**src/rae_pkg.sv**
```systemverilog
// Behaviour
// - Any reset wins over address errors and all other exception sources
// - Pin power-on reset initialises core, peripherals, pin function and port state
// - Manual reset with power-on pin high initialises only the core state
// - Enabled watchdog overflow enters the power-on reset state
// - Watchdog power-on reset leaves pin function and port registers alone
// - Pin and watchdog reset together: pin wins, overflow flag cleared
// - On release fetch PC then SP, clear vector base, mask to 1111, run
// - Manual reset release runs the same fetch and initialise sequence
// - Manual reset waits for the current bus cycle to finish
// - Instruction fetch from an odd address is an address error
// - Instruction fetch from peripheral space is an address error
// - Single-chip mode: any external space access is an address error
// - Odd word access or unaligned longword access is an address error
// - Longword access to an 8-bit peripheral is an address error
// - Error handling starts after bus cycle and instruction end
// - Push status word then next PC, load handler, no delay slot
// - Reset vectors at 0 and 4 (power-on), 8 and c (manual)
// - Error vector is base plus four times 9 (core, trace) or 10
// - Error push goes through the stack register, mask bits unchanged
package rae_pkg;
	localparam logic [3:0] OFF_CTRL = 4'h0;
	localparam logic [3:0] OFF_VBASE = 4'h4;
	localparam logic [3:0] OFF_ERRADDR = 4'h8;
	localparam int CTRL_WATCHDOG_OVERFLOW_FLAG = 0;
	localparam int CTRL_WDT_EN = 1;
	localparam int CTRL_SCHIP = 2;
	localparam int CTRL_CAUSE = 4;
	localparam int SR_IMASK = 4;
	localparam logic [31:0] VEC_POR_PC = 32'h0000_0000;
	localparam logic [31:0] VEC_MAN_PC = 32'h0000_0008;
	localparam logic [31:0] VEC_STEP = 32'h0000_0004;
	localparam logic [7:0] VEC_AE_CORE = 8'h09;
	localparam logic [7:0] VEC_AE_DMA = 8'h0a;
	localparam logic [31:0] VBASE_RST = 32'h0000_0000;
	localparam logic [3:0] IMASK_RST = 4'hf;
	localparam logic [31:0] PERIPH_LO = 32'hffff_8000;
	localparam logic [31:0] PERIPH_HI = 32'hffff_bfff;
	localparam logic [31:0] PERIPH8_LO = 32'hffff_8000;
	localparam logic [31:0] PERIPH8_HI = 32'hffff_83ff;
	localparam logic [31:0] EXT_LO = 32'h0040_0000;
	localparam logic [31:0] EXT_HI = 32'hfffe_ffff;
	localparam int CLK_NS = 5;
	localparam int WDT_RST_NS = 80;
	localparam logic [7:0] WDT_RST_CYC = 8'((WDT_RST_NS + CLK_NS - 1) / CLK_NS);
	typedef enum logic [1:0] {M_CPU, M_DMA, M_TRACE, M_XFER} master_t;
	typedef enum logic [1:0] {SZ_BYTE, SZ_WORD, SZ_LONG} size_t;
	typedef enum logic [1:0] {C_NONE, C_PIN, C_WDT, C_MAN} cause_t;
	typedef struct packed {
		logic valid;
		logic fetch;
		master_t master;
		size_t size;
		logic [31:0] addr;
	} access_t;
	typedef struct packed {
		logic req;
		logic we;
		logic [31:0] addr;
		logic [31:0] wdata;
	} mem_cmd_t;
endpackage

```
**src/rae_unit.sv**
```systemverilog
// Chosen here: the address map and the Avalon-MM interface to the registers.
`timescale 1ns/10ps
module rae_unit import rae_pkg::*; (
	input wire logic clk,
	input wire logic resetn,
	input wire logic power_on_reset_pin_n,
	input wire logic manual_reset_pin_n,
	input wire logic watchdog_overflow,
	input wire logic bus_cycle_busy,
	input wire logic instr_done,
	input wire access_t acc,
	input wire logic [31:0] cur_status_word,
	input wire logic [31:0] cur_stack_ptr,
	input wire logic [31:0] next_pc,
	input wire logic [31:0] mem_rdata,
	input wire logic mem_ack,
	input wire logic [3:0] avs_address,
	input wire logic avs_read,
	input wire logic avs_write,
	input wire logic [31:0] avs_writedata,
	output logic [31:0] avs_readdata,
	output logic avs_waitrequest,
	output logic cpu_init,
	output logic periph_init,
	output logic port_init,
	output logic core_hold,
	output mem_cmd_t mem_cmd,
	output logic [31:0] pc_out,
	output logic [31:0] sp_out,
	output logic [31:0] status_word_out,
	output logic pc_load,
	output logic sp_load,
	output logic sr_load,
	output logic addr_error
);
	typedef enum logic [2:0] {RUN, RST_HOLD, FETCH_PC, FETCH_SP, PUSH_SR, PUSH_PC,
		FETCH_HANDLER} state_t;
	state_t state_ff;
	cause_t cause_ff;
	logic [1:0] rst_sync_ff;
	logic rst_n;
	logic wait_ff, watchdog_overflow_flag_ff, wdt_en_ff, schip_ff, ae_pend_ff, addr_error_ff;
	logic cpu_init_ff, periph_init_ff, port_init_ff, core_hold_ff;
	logic pc_load_ff, sp_load_ff, sr_load_ff;
	logic [7:0] hold_cnt_ff, vec_ff;
	logic [31:0] vbase_ff, err_addr_ff, pc_ff, sp_ff, sr_ff, save_pc_ff, rdata_ff;
	mem_cmd_t mem_ff;

	// Reset release through two flops
	always_ff @(posedge clk or negedge resetn) begin
		if (!resetn) rst_sync_ff <= 2'b00;
		else rst_sync_ff <= {rst_sync_ff[0], 1'b1};
	end
	assign rst_n = rst_sync_ff[1];

	// Reset requests
	wire por_pin = !power_on_reset_pin_n;
	wire wdt_rst = watchdog_overflow && wdt_en_ff;
	wire man_req = !manual_reset_pin_n;
	wire man_stall = (bus_cycle_busy && state_ff == RUN) || (mem_ff.req && !mem_ack);
	wire hold_exit = (cause_ff != C_WDT) || hold_cnt_ff == 8'h00;

	// Address error classification
	wire in_periph = acc.addr >= PERIPH_LO && acc.addr <= PERIPH_HI;
	wire in_p8 = acc.addr >= PERIPH8_LO && acc.addr <= PERIPH8_HI;
	wire in_ext = acc.addr >= EXT_LO && acc.addr <= EXT_HI;
	wire ext_err = schip_ff && in_ext;
	wire fetch_err = acc.addr[0] || in_periph;
	wire word_err = acc.size == SZ_WORD && acc.addr[0];
	wire long_err = acc.size == SZ_LONG && (acc.addr[1:0] != 2'b00 || in_p8);
	wire ae_hit = acc.valid && (ext_err || (acc.fetch ? fetch_err : (word_err || long_err)));
	wire dma_side = acc.master == M_DMA || acc.master == M_XFER;
	wire [7:0] ae_vec = dma_side ? VEC_AE_DMA : VEC_AE_CORE;
	wire ae_take = ae_pend_ff && instr_done && !bus_cycle_busy && state_ff == RUN;

	// Register bus decode
	wire bus_go = (avs_read || avs_write) && !wait_ff;
	wire wr_ctrl = bus_go && avs_write && avs_address == OFF_CTRL;
	wire wr_vbase = bus_go && avs_write && avs_address == OFF_VBASE;
	wire [31:0] ctrl_word = {26'h0, cause_ff, 1'b0, schip_ff, wdt_en_ff, watchdog_overflow_flag_ff};
	wire [31:0] rd_mux = avs_address == OFF_CTRL ? ctrl_word :
		avs_address == OFF_VBASE ? vbase_ff :
		avs_address == OFF_ERRADDR ? err_addr_ff : 32'h0000_0000;
	wire [31:0] handler_addr = vbase_ff + {22'h0, vec_ff, 2'b00};

	// Avalon slave: one wait cycle then answer
	always_ff @(posedge clk or negedge rst_n) begin
		if (!rst_n) begin
			wait_ff <= 1'b1;
			rdata_ff <= 32'h0000_0000;
		end else begin
			wait_ff <= !((avs_read || avs_write) && wait_ff);
			rdata_ff <= rd_mux;
		end
	end

	// Watchdog flag: enabled overflow sets, write one clears, pin reset clears
	always_ff @(posedge clk or negedge rst_n) begin
		if (!rst_n) watchdog_overflow_flag_ff <= 1'b0;
		else if (por_pin) watchdog_overflow_flag_ff <= 1'b0;
		else if (wdt_rst) watchdog_overflow_flag_ff <= 1'b1;
		else if (wr_ctrl && avs_writedata[CTRL_WATCHDOG_OVERFLOW_FLAG]) watchdog_overflow_flag_ff <= 1'b0;
	end

	// Software control bits, peripheral state cleared by pin power-on reset only
	always_ff @(posedge clk or negedge rst_n) begin
		if (!rst_n) begin
			wdt_en_ff <= 1'b0;
			schip_ff <= 1'b0;
		end else if (por_pin) begin
			wdt_en_ff <= 1'b0;
			schip_ff <= 1'b0;
		end else if (wr_ctrl) begin
			wdt_en_ff <= avs_writedata[CTRL_WDT_EN];
			schip_ff <= avs_writedata[CTRL_SCHIP];
		end
	end

	// Address error capture, new error beats the take
	always_ff @(posedge clk or negedge rst_n) begin
		if (!rst_n) begin
			ae_pend_ff <= 1'b0;
			addr_error_ff <= 1'b0;
			err_addr_ff <= 32'h0000_0000;
			vec_ff <= VEC_AE_CORE;
		end else begin
			addr_error_ff <= ae_hit;
			if (por_pin || wdt_rst || (man_req && !man_stall)) begin
				ae_pend_ff <= 1'b0;
			end else begin
				ae_pend_ff <= ae_hit || (ae_pend_ff && !ae_take);
			end
			if (ae_hit && (!ae_pend_ff || ae_take)) begin
				err_addr_ff <= acc.addr;
				vec_ff <= ae_vec;
			end
		end
	end

	// Exception sequencer, resets checked first
	always_ff @(posedge clk or negedge rst_n) begin
		if (!rst_n) begin
			state_ff <= RST_HOLD;
			cause_ff <= C_PIN;
			hold_cnt_ff <= 8'h00;
			cpu_init_ff <= 1'b1;
			periph_init_ff <= 1'b1;
			port_init_ff <= 1'b1;
			core_hold_ff <= 1'b1;
			vbase_ff <= VBASE_RST;
			pc_ff <= 32'h0000_0000;
			sp_ff <= 32'h0000_0000;
			sr_ff <= 32'h0000_0000;
			save_pc_ff <= 32'h0000_0000;
			mem_ff <= '0;
			pc_load_ff <= 1'b0;
			sp_load_ff <= 1'b0;
			sr_load_ff <= 1'b0;
		end else begin
			pc_load_ff <= 1'b0;
			sp_load_ff <= 1'b0;
			sr_load_ff <= 1'b0;
			if (por_pin) begin
				state_ff <= RST_HOLD;
				cause_ff <= C_PIN;
				cpu_init_ff <= 1'b1;
				periph_init_ff <= 1'b1;
				port_init_ff <= 1'b1;
				core_hold_ff <= 1'b1;
				mem_ff <= '0;
			end else if (wdt_rst) begin
				state_ff <= RST_HOLD;
				cause_ff <= C_WDT;
				hold_cnt_ff <= WDT_RST_CYC;
				cpu_init_ff <= 1'b1;
				periph_init_ff <= 1'b1;
				port_init_ff <= 1'b0;
				core_hold_ff <= 1'b1;
				mem_ff <= '0;
			end else if (man_req && !man_stall) begin
				state_ff <= RST_HOLD;
				cause_ff <= C_MAN;
				cpu_init_ff <= 1'b1;
				periph_init_ff <= 1'b0;
				port_init_ff <= 1'b0;
				core_hold_ff <= 1'b1;
				mem_ff <= '0;
			end else begin
				case (state_ff)
				RST_HOLD: begin
					if (hold_cnt_ff != 8'h00) hold_cnt_ff <= hold_cnt_ff - 8'h01;
					if (hold_exit) begin
						cpu_init_ff <= 1'b0;
						periph_init_ff <= 1'b0;
						port_init_ff <= 1'b0;
						vbase_ff <= VBASE_RST;
						sr_ff <= {24'h0, IMASK_RST, 4'h0};
						mem_ff.req <= 1'b1;
						mem_ff.we <= 1'b0;
						mem_ff.addr <= cause_ff == C_MAN ? VEC_MAN_PC : VEC_POR_PC;
						state_ff <= FETCH_PC;
					end
				end
				FETCH_PC: begin
					if (mem_ack) begin
						pc_ff <= mem_rdata;
						mem_ff.addr <= mem_ff.addr + VEC_STEP;
						state_ff <= FETCH_SP;
					end
				end
				FETCH_SP: begin
					if (mem_ack) begin
						sp_ff <= mem_rdata;
						mem_ff.req <= 1'b0;
						pc_load_ff <= 1'b1;
						sp_load_ff <= 1'b1;
						sr_load_ff <= 1'b1;
						core_hold_ff <= 1'b0;
						state_ff <= RUN;
					end
				end
				RUN: begin
					if (wr_vbase) vbase_ff <= avs_writedata;
					if (ae_take) begin
						core_hold_ff <= 1'b1;
						sp_ff <= cur_stack_ptr - VEC_STEP;
						save_pc_ff <= next_pc;
						mem_ff.req <= 1'b1;
						mem_ff.we <= 1'b1;
						mem_ff.addr <= cur_stack_ptr - VEC_STEP;
						mem_ff.wdata <= cur_status_word;
						state_ff <= PUSH_SR;
					end
				end
				PUSH_SR: begin
					if (mem_ack) begin
						sp_ff <= sp_ff - VEC_STEP;
						mem_ff.addr <= sp_ff - VEC_STEP;
						mem_ff.wdata <= save_pc_ff;
						state_ff <= PUSH_PC;
					end
				end
				PUSH_PC: begin
					if (mem_ack) begin
						mem_ff.we <= 1'b0;
						mem_ff.addr <= handler_addr;
						state_ff <= FETCH_HANDLER;
					end
				end
				FETCH_HANDLER: begin
					if (mem_ack) begin
						pc_ff <= mem_rdata;
						mem_ff.req <= 1'b0;
						pc_load_ff <= 1'b1;
						sp_load_ff <= 1'b1;
						core_hold_ff <= 1'b0;
						state_ff <= RUN;
					end
				end
				default: state_ff <= RUN;
				endcase
			end
		end
	end

	// Output flops
	assign avs_readdata = rdata_ff;
	assign avs_waitrequest = wait_ff;
	assign cpu_init = cpu_init_ff;
	assign periph_init = periph_init_ff;
	assign port_init = port_init_ff;
	assign core_hold = core_hold_ff;
	assign mem_cmd = mem_ff;
	assign pc_out = pc_ff;
	assign sp_out = sp_ff;
	assign status_word_out = sr_ff;
	assign pc_load = pc_load_ff;
	assign sp_load = sp_load_ff;
	assign sr_load = sr_load_ff;
	assign addr_error = addr_error_ff;
endmodule

```
**config.mk**
```make
export PLATFORM = sky130hd
export DESIGN_NAME = rae_unit
export DESIGN_NICKNAME = d
export VERILOG_FILES = /design/src/rae_pkg.sv /design/src/rae_unit.sv
export SDC_FILE = /design/constraint.sdc
export NUM_CORES = 1
export LEC_CHECK = 0
export BUFFER_PORTS_ARGS = -buffer_cell sky130_fd_sc_hd__buf_4
export CAP_MARGIN = 10
export CORE_ASPECT_RATIO = 1.75
export CORE_UTILIZATION = 30
export CTS_CLUSTER_DIAMETER = 120
export CTS_CLUSTER_SIZE = 14
export DETAILED_ROUTE_END_ITERATION = 7
export MAX_ROUTING_LAYER = met4
export PLACE_DENSITY_LB_ADDON = 0.1
export SLEW_MARGIN = 5
export SYNTH_ARGS = -nofsm -noshare
export SYNTH_HDL_FRONTEND = slang
export SYNTH_SLANG_ARGS = --single-unit
```
**constraint.sdc**
```tcl
create_clock -name clk -period 21.4 [get_ports clk]
set_input_delay 0 -clock clk [delete_from_list [all_inputs] [get_ports clk]]
set_output_delay 0 -clock clk [all_outputs]
set_load 0.1 [all_outputs]
```
==> results of run 1 <==
==> registers in the layout, indices dropped and copies added, names as in the netlist, 2 cells and up <==
signal,flops
avs_readdata,32
cause_ff,2
err_addr_ff,32
hold_cnt_ff,8
mem_cmd,66
pc_out,32
rst_sync_ff,2
save_pc_ff,32
sp_out,32
state_ff,3
vbase_ff,32
vec_ff,2
==> power by group through the flow <==
stage / logic (W) / registers, W / clock network, W
2_1_floorplan: 0.000228 / 0.00112 / 0
3_3_place_gp: 0.000823 / 0.000751 / 0
3_5_place_dp: 0.000827 / 0.000755 / 0
4_1_cts: 0.000858 / 0.000745 / 0.000452
5_1_grt: 0.000897 / 0.000760 / 0.000468
6_report: 0.000851 / 0.000745 / 0.000431
==> worst max-delay path: stages (launching register included) <==
cell	delay (ns)
dfstp_2	0.80
nor3_4	0.09
a211oi_2	0.34
or2_2	0.17
buf_4	0.45
a41oi_2	0.08
buf_4	0.29
nor2b_1	0.96
o21ai_0	0.22
nand2_1	0.13
==> what timing repair did <==
| action | CTS | global route |
|---|---|---|
| gates resized for setup | 0 | 0 |
| hold endpoints to repair | 240 | 0 |
| hold buffers | 186 | 0 |
==> layout by cell type, fill, tap and decap left out, drive strengths merged, types with 20 or more instances in the layout <==
cell         count
buf            406
dfrtp          280
nand2          233
dlygate4sd3    186
nor2           146
o21ai          109
mux2            99
nand3           71
a21oi           61
xnor2           58
xor2            53
clkbuf          42
a22oi           39
conb            29
nor3            29
nand4           28
nor4            26
inv             20
==> routing by layer <==
metal	share of wire [%]	global-route usage, %	up-vias
met2	52	40.80	408
met3	4.8	2.940	88
met1	38	25.45	6633
met5	0	-	-
li1	-	-	6506
met4	4.6	9.800	0
==> final cells by class <==
cell class / instances / share of cell area, %
multi-input combinational: 1166 / 34.73
sequential: 288 / 34.31
timing repair buffer: 592 / 23.33
tap: 660 / 3.924
clock buffer: 42 / 3.276
inverter: 20 / 0.3567
clock inverter: 1 / 0.04162
antenna: 2 / 0.02378
==> cell families after synthesis <==
family / count (synthesis) / share of synthesized area (%)
AOI/OAI and AO/OA: 307 / 12.76
xor gates and xnor gates: 111 / 6.447
adders and majority gates: 8 / 0.7136
buffers and inverters: 145 / 4.746
DFF: 288 / 47.86
muxes: 102 / 8.339
other: 2 / 0.04980
and+or+nand+nor: 609 / 19.08
==> per-stage QoR <==
step	setup slack (ns)	instance area, µm²
after floorplan	12.79	15180
after global placement	17.67	18480
after detailed placement	17.64	18480
after CTS	17.73	21040
after global routing	17.44	21040
final	17.76	21040
==> worst max path at each step <==
stage,startpoint,endpoint,slack [ns],cells past startpoint
after global routing,state_ff[0],mem_cmd[51],17.44,9
after CTS,state_ff[0],mem_cmd[40],17.73,9
after detailed placement,state_ff[0],mem_cmd[40],17.64,9
after floorplan,rst_sync_ff[1],addr_error,12.79,0
final,state_ff[0],mem_cmd[40],17.76,9
after global placement,state_ff[0],mem_cmd[44],17.67,9
==> cell usage after synthesis, types with 14 or more instances <==
master	number
xor2_1	53
nand4_1	28
nand2_1	233
a22oi_1	39
clkbuf_1	62
buf_4	33
buf_2	19
mux2_2	69
nor4_1	22
nor3_1	28
dfrtp_1	280
a221oi_1	14
a21oi_1	61
xnor2_1	58
nand3_1	71
inv_1	20
nor2_1	145
o21ai_0	102
mux2_4	30
o22ai_1	16
==> out/qor.txt, run 1 <==
Initial antenna violation count: 2
WS Path Type: reg -> reg
Worst-path fanout max: 43
Clock root cell: clkbuf_16
Share of the synthesized area in the top cell type: 46.47%
Sequential area share after synthesis: 47.86%
Fin crit period: 3.638 ns
CP required: 21.88 ns
Pwr Total: 0.002028 W
TritonCTS clock tree: done
F_max: 274.9 MHz
Vias in the first global route: 13803
Clock-pin slew on the worst setup and hold paths: 0.08 ns
DR vias/cell: 4.921
Outcome: finished, final reports clean
Final core utilization: 42.43%
Fillers: 4928
I/O Pins: 415
Combinational power share: 42.0%
Clock Sinks: 288
Power Internal: 0.001082 W
Leakage power: 9.512 nW
Flops & latches, synth: 288
Initial Util: 30.41%
Max-capacitance violation count: 0
Area grow syn2layout: 39.55%
First-pass GRT wire length: 85840 µm
Placed Cells: 2540
Finish-stage setup viols: 0
PwrDens: 96.36 nW/µm²
Placer Congestion: 0.8992
Rows: 108
DRT antenna net count: 0
CTS max path bufs: 3
Vert. Die Dim: 298.6 µm
Synth area leader: dfrtp_1
Total setup buffers inserted after CTS: 0
First drt pass iteration count: 5
DP HPWL: 42550 µm
Area occupied by registers: 7221 µm²
Slew HR: 20.02%
Async set or reset register ratio after synthesis: 100.0%
Kind of start point of the critical path: flip-flop
Setup TNS Final: 0 ns
Capturing point of the worst reg2reg path: mem_cmd[40]
Vias: 13635
DIE WIDTH: 171.5 µm
Largest cells by area after synthesis: dfrtp_1, nand2_1, mux2_2, nor2_1, o21ai_0
Non-Filler Instances: 2771
Most used DFF post-synth: dfrtp_1
Synthesized instance count: 1572
Global Route Usage Sum: 23.00%
WP data arrival: 4.12 ns
Hold path depth: 5
Hold slack: 0.04407 ns
Clk_skew: 0.01528 ns
Final Cycle Share: 17.00%
Synth cell types: 73
Wire per inst: 20.74 µm
RSZ-0062 raised after global routing: no
Core box area: 49590 µm²
Mapped cell area: 15080 µm²
Die Area: 51200 µm²
Total gr overflow: 0
Worst VDD drop: 0.06171 mV
Yosys warning total: 0
Largest net degree at the start of global routing: 73
Clock group share of total power: 21.3%
Slew Limit Fails: 0
Post-Route WL: 57470 µm
Sw Share: 46.64%
RR Startpoint: state_ff[0]
Part of the power in registers: 36.8%
Synthesized area per cell: 9.593 µm²
R2R depth: 9
Worst Setup End Kind: flip-flop
DR iter-0 viols: 695
H-tree depth: 1
Worst slew pin tran: 1.197 ns
Final net count: 2312
Hold endpoint: addr_error
Sw Pwr: 0.0009457 W
Slack of the worst reg-to-reg path: 17.76 ns
DRC: 0
Share of post-route cells with drive strength above 1: 26.98%
Hold Path Origin: acc[36]
Final Hold Viols: 0
Hold WC Path Type: in -> reg
Cts bufs inserted: 24
I/O Buffers: 385
Multi-input gate area: 7310 µm²
Number of synthesized flops with an enable pin: 0
Clock Latency Late Sink: 0.55 ns
No activity file was read; power rests on OpenSTA's default activity.
==> run 2: changes to the inputs <==
==> constraint.sdc (replaced) <==
create_clock -name clk -period 3.49 [get_ports clk]
set_input_delay 0 -clock clk [delete_from_list [all_inputs] [get_ports clk]]
set_output_delay 0 -clock clk [all_outputs]
set_load 0.1 [all_outputs]
==> run 2 against run 1 <==
Net effect:
- non-clock buffer count is 15 higher
- clock-buffer cell count is 1 lower
- design area rose by 0.66%
- clock power grew to 6.1 times the previous value
- maximum frequency up 29%
- die area unchanged
- global-route usage up 0.37 points
- utilization increased by 0.28 points
- combinational power rose to 6.2 times the previous value
- setup slack lost 17 ns
- clock skew shrank 0.00074 ns
==> out/qor.txt, run 2 (synthesis gave the netlist of run 1 again) <==
Finish-stage setup viols: 0
Worst path top cell family by delay: simple AND/OR/NAND/NOR gates
I/O Pins: 415
Wire per inst: 21.10 µm
First-pass GRT wire length: 86960 µm
Max reg flops: 66
DIE WIDTH: 171.5 µm
Final Hold Viols: 0
DRT antenna net count: 0
Cts bufs inserted: 24
Hold slack: 0.04544 ns
Slack of the worst reg-to-reg path: 0.66 ns
Core box area: 49590 µm²
CP required: 3.95 ns
Rows: 108
Fin crit period: 2.831 ns
Pwr Total: 0.01247 W
Global Route Usage Sum: 23.37%
Placer Congestion: 0.9081
Post-CTS Resized: 0
Clock Sinks: 288
Die Area: 51200 µm²
Clk_skew: 0.01455 ns
Clock group share of total power: 21.2%
Hold path depth: 6
Sw Share: 46.69%
Worst-path fanout max: 11
Hold Path Origin: cur_stack_ptr[4]
Vias: 13755
Total gr overflow: 0
Cells along the critical path: nor4_1 -> nand4_1 -> nor3_1 -> xor2_1 -> a22oi_1 -> o221ai_1 -> a22o_1
Slowest library cell on the worst path: a22oi_1
Final Cycle Share: 81.11%
Total setup buffers inserted after CTS: 0
Max-capacitance violation count: 0
Clock root cell: clkbuf_16
Largest net degree at the start of global routing: 99
WS Path Type: reg -> reg
RSZ-0062 raised after global routing: no
Part of the power in registers: 36.6%
Initial antenna violation count: 1
Hold WC Path Type: in -> reg
TritonCTS clock tree: done
CTS max path bufs: 3
DR iter-0 viols: 599
Slowest stage delay, CP: 0.54 ns
Capturing point of the worst reg2reg path: mem_cmd[55]
Leakage power: 9.599 nW
Setup TNS Final: 0 ns
Commonest non-fill, non-tap cells in the layout: buf_4, dfrtp_1, nand2_1
WP data arrival: 3.29 ns
Slew HR: 26.37%
Vias in the first global route: 14135
F_max: 353.3 MHz
Worst slew pin tran: 1.104 ns
DRC: 0
RR Startpoint: sp_out[8]
Power Internal: 0.006647 W
Clock-pin slew on the worst setup and hold paths: 0.08 ns
First drt pass iteration count: 5
Worst path bufs/invs: 0
Commonest non-fill, non-tap cell in the layout: buf_4
Worst VDD drop: 0.3149 mV
Clock Latency Late Sink: 0.56 ns
Area grow syn2layout: 40.47%
Combinational power share: 42.2%
Final net count: 2327
Share of post-route cells with drive strength above 1: 27.60%
Sw Pwr: 0.005821 W
Kind of start point of the critical path: flip-flop
Hold endpoint: sp_out[4]
Post-Route WL: 58750 µm
R2R depth: 7
Initial Util: 30.41%
H-tree depth: 1
DP HPWL: 43570 µm
Slew Limit Fails: 0
DR vias/cell: 4.941
PwrDens: 588.6 nW/µm²
Worst Setup End Kind: flip-flop
I/O Buffers: 385
Outcome: finished, final reports clean
Vert. Die Dim: 298.6 µm
==> run 2: cell count changes in the layout (fill, tap and decap cells not counted) <==
| cell | change |
|---|---|
| buf_12 | +3 |
| buf_4 | +14 |
| clkbuf_1 | -1 |
| diode_2 | -1 |
| dlygate4sd3_1 | -2 |
==> run 2: worst max path at each step <==
stage	startpoint	endpoint	depth (start not counted)
after detailed placement	cur_stack_ptr[2]	mem_cmd[60]	10
after global routing	sp_out[8]	sp_out[31]	7
after floorplan	sp_out[2]	mem_cmd[60]	10
final	sp_out[8]	mem_cmd[55]	7
after CTS	sp_out[8]	sp_out[31]	7
after global placement	cur_stack_ptr[2]	mem_cmd[60]	10
==> run 2: timing repair <==
action,CTS,global route
hold buffers,184,0
hold endpoints to repair,255,0
setup endpoints to repair,0,0
==> run 2: stage by stage <==
stage | worst slack, ns | area, µm² | cells | util [%]
floorplan | 0.6024 | 15180 | 1599 | -
global placement | 0.6220 | 18640 | 2557 | 37.59
detailed placement | 0.6291 | 18640 | 2557 | 37.59
CTS | 0.6352 | 21180 | 2783 | 42.71
global route | 0.4200 | 21180 | 2784 | 42.71
finish | 0.6594 | 21180 | 2784 | 42.71
==> run 2: cell type report <==
cell class / count / area [µm²]
Antenna cell: 1 / 2.502
Clock buffer: 41 / 685.7
Clock inverter: 1 / 8.758
Fill cell: 4911 / 28410
Inverter: 20 / 75.07
Multi-Input combinational cell: 1166 / 7310
Sequential cell: 288 / 7221
Tap cell: 660 / 825.8
Timing Repair Buffer: 607 / 5055
==> run 2: layer usage <==
metal	part of all wire [%]	track usage, %	up-vias	routed length (µm)
met5	0	-	-	0
met4	5.1	11.16	0	2993
met3	4.7	3.019	93	2774
met2	52	41.43	394	30770
met1	38	25.37	6733	22220
li1	-	-	6535	-
==> run 2: tightest hold or removal path, cell delays in order <==
cell and delay (ns):
buf_4 0.11, xor2_1 0.08, nor2_1 0.08, a211oi_1 0.09, a21oi_1 0.13, a21oi_1 0.07
==> run 2: power by group through the flow <==
stage	Sequential, W	Combinational [W]	Clock, W
3_3_place_gp	0.00459	0.00509	0
3_5_place_dp	0.00462	0.00511	0
6_report	0.00456	0.00526	0.00265
5_1_grt	0.00465	0.00553	0.00287
2_1_floorplan	0.00689	0.00140	0
4_1_cts	0.00456	0.00530	0.00277
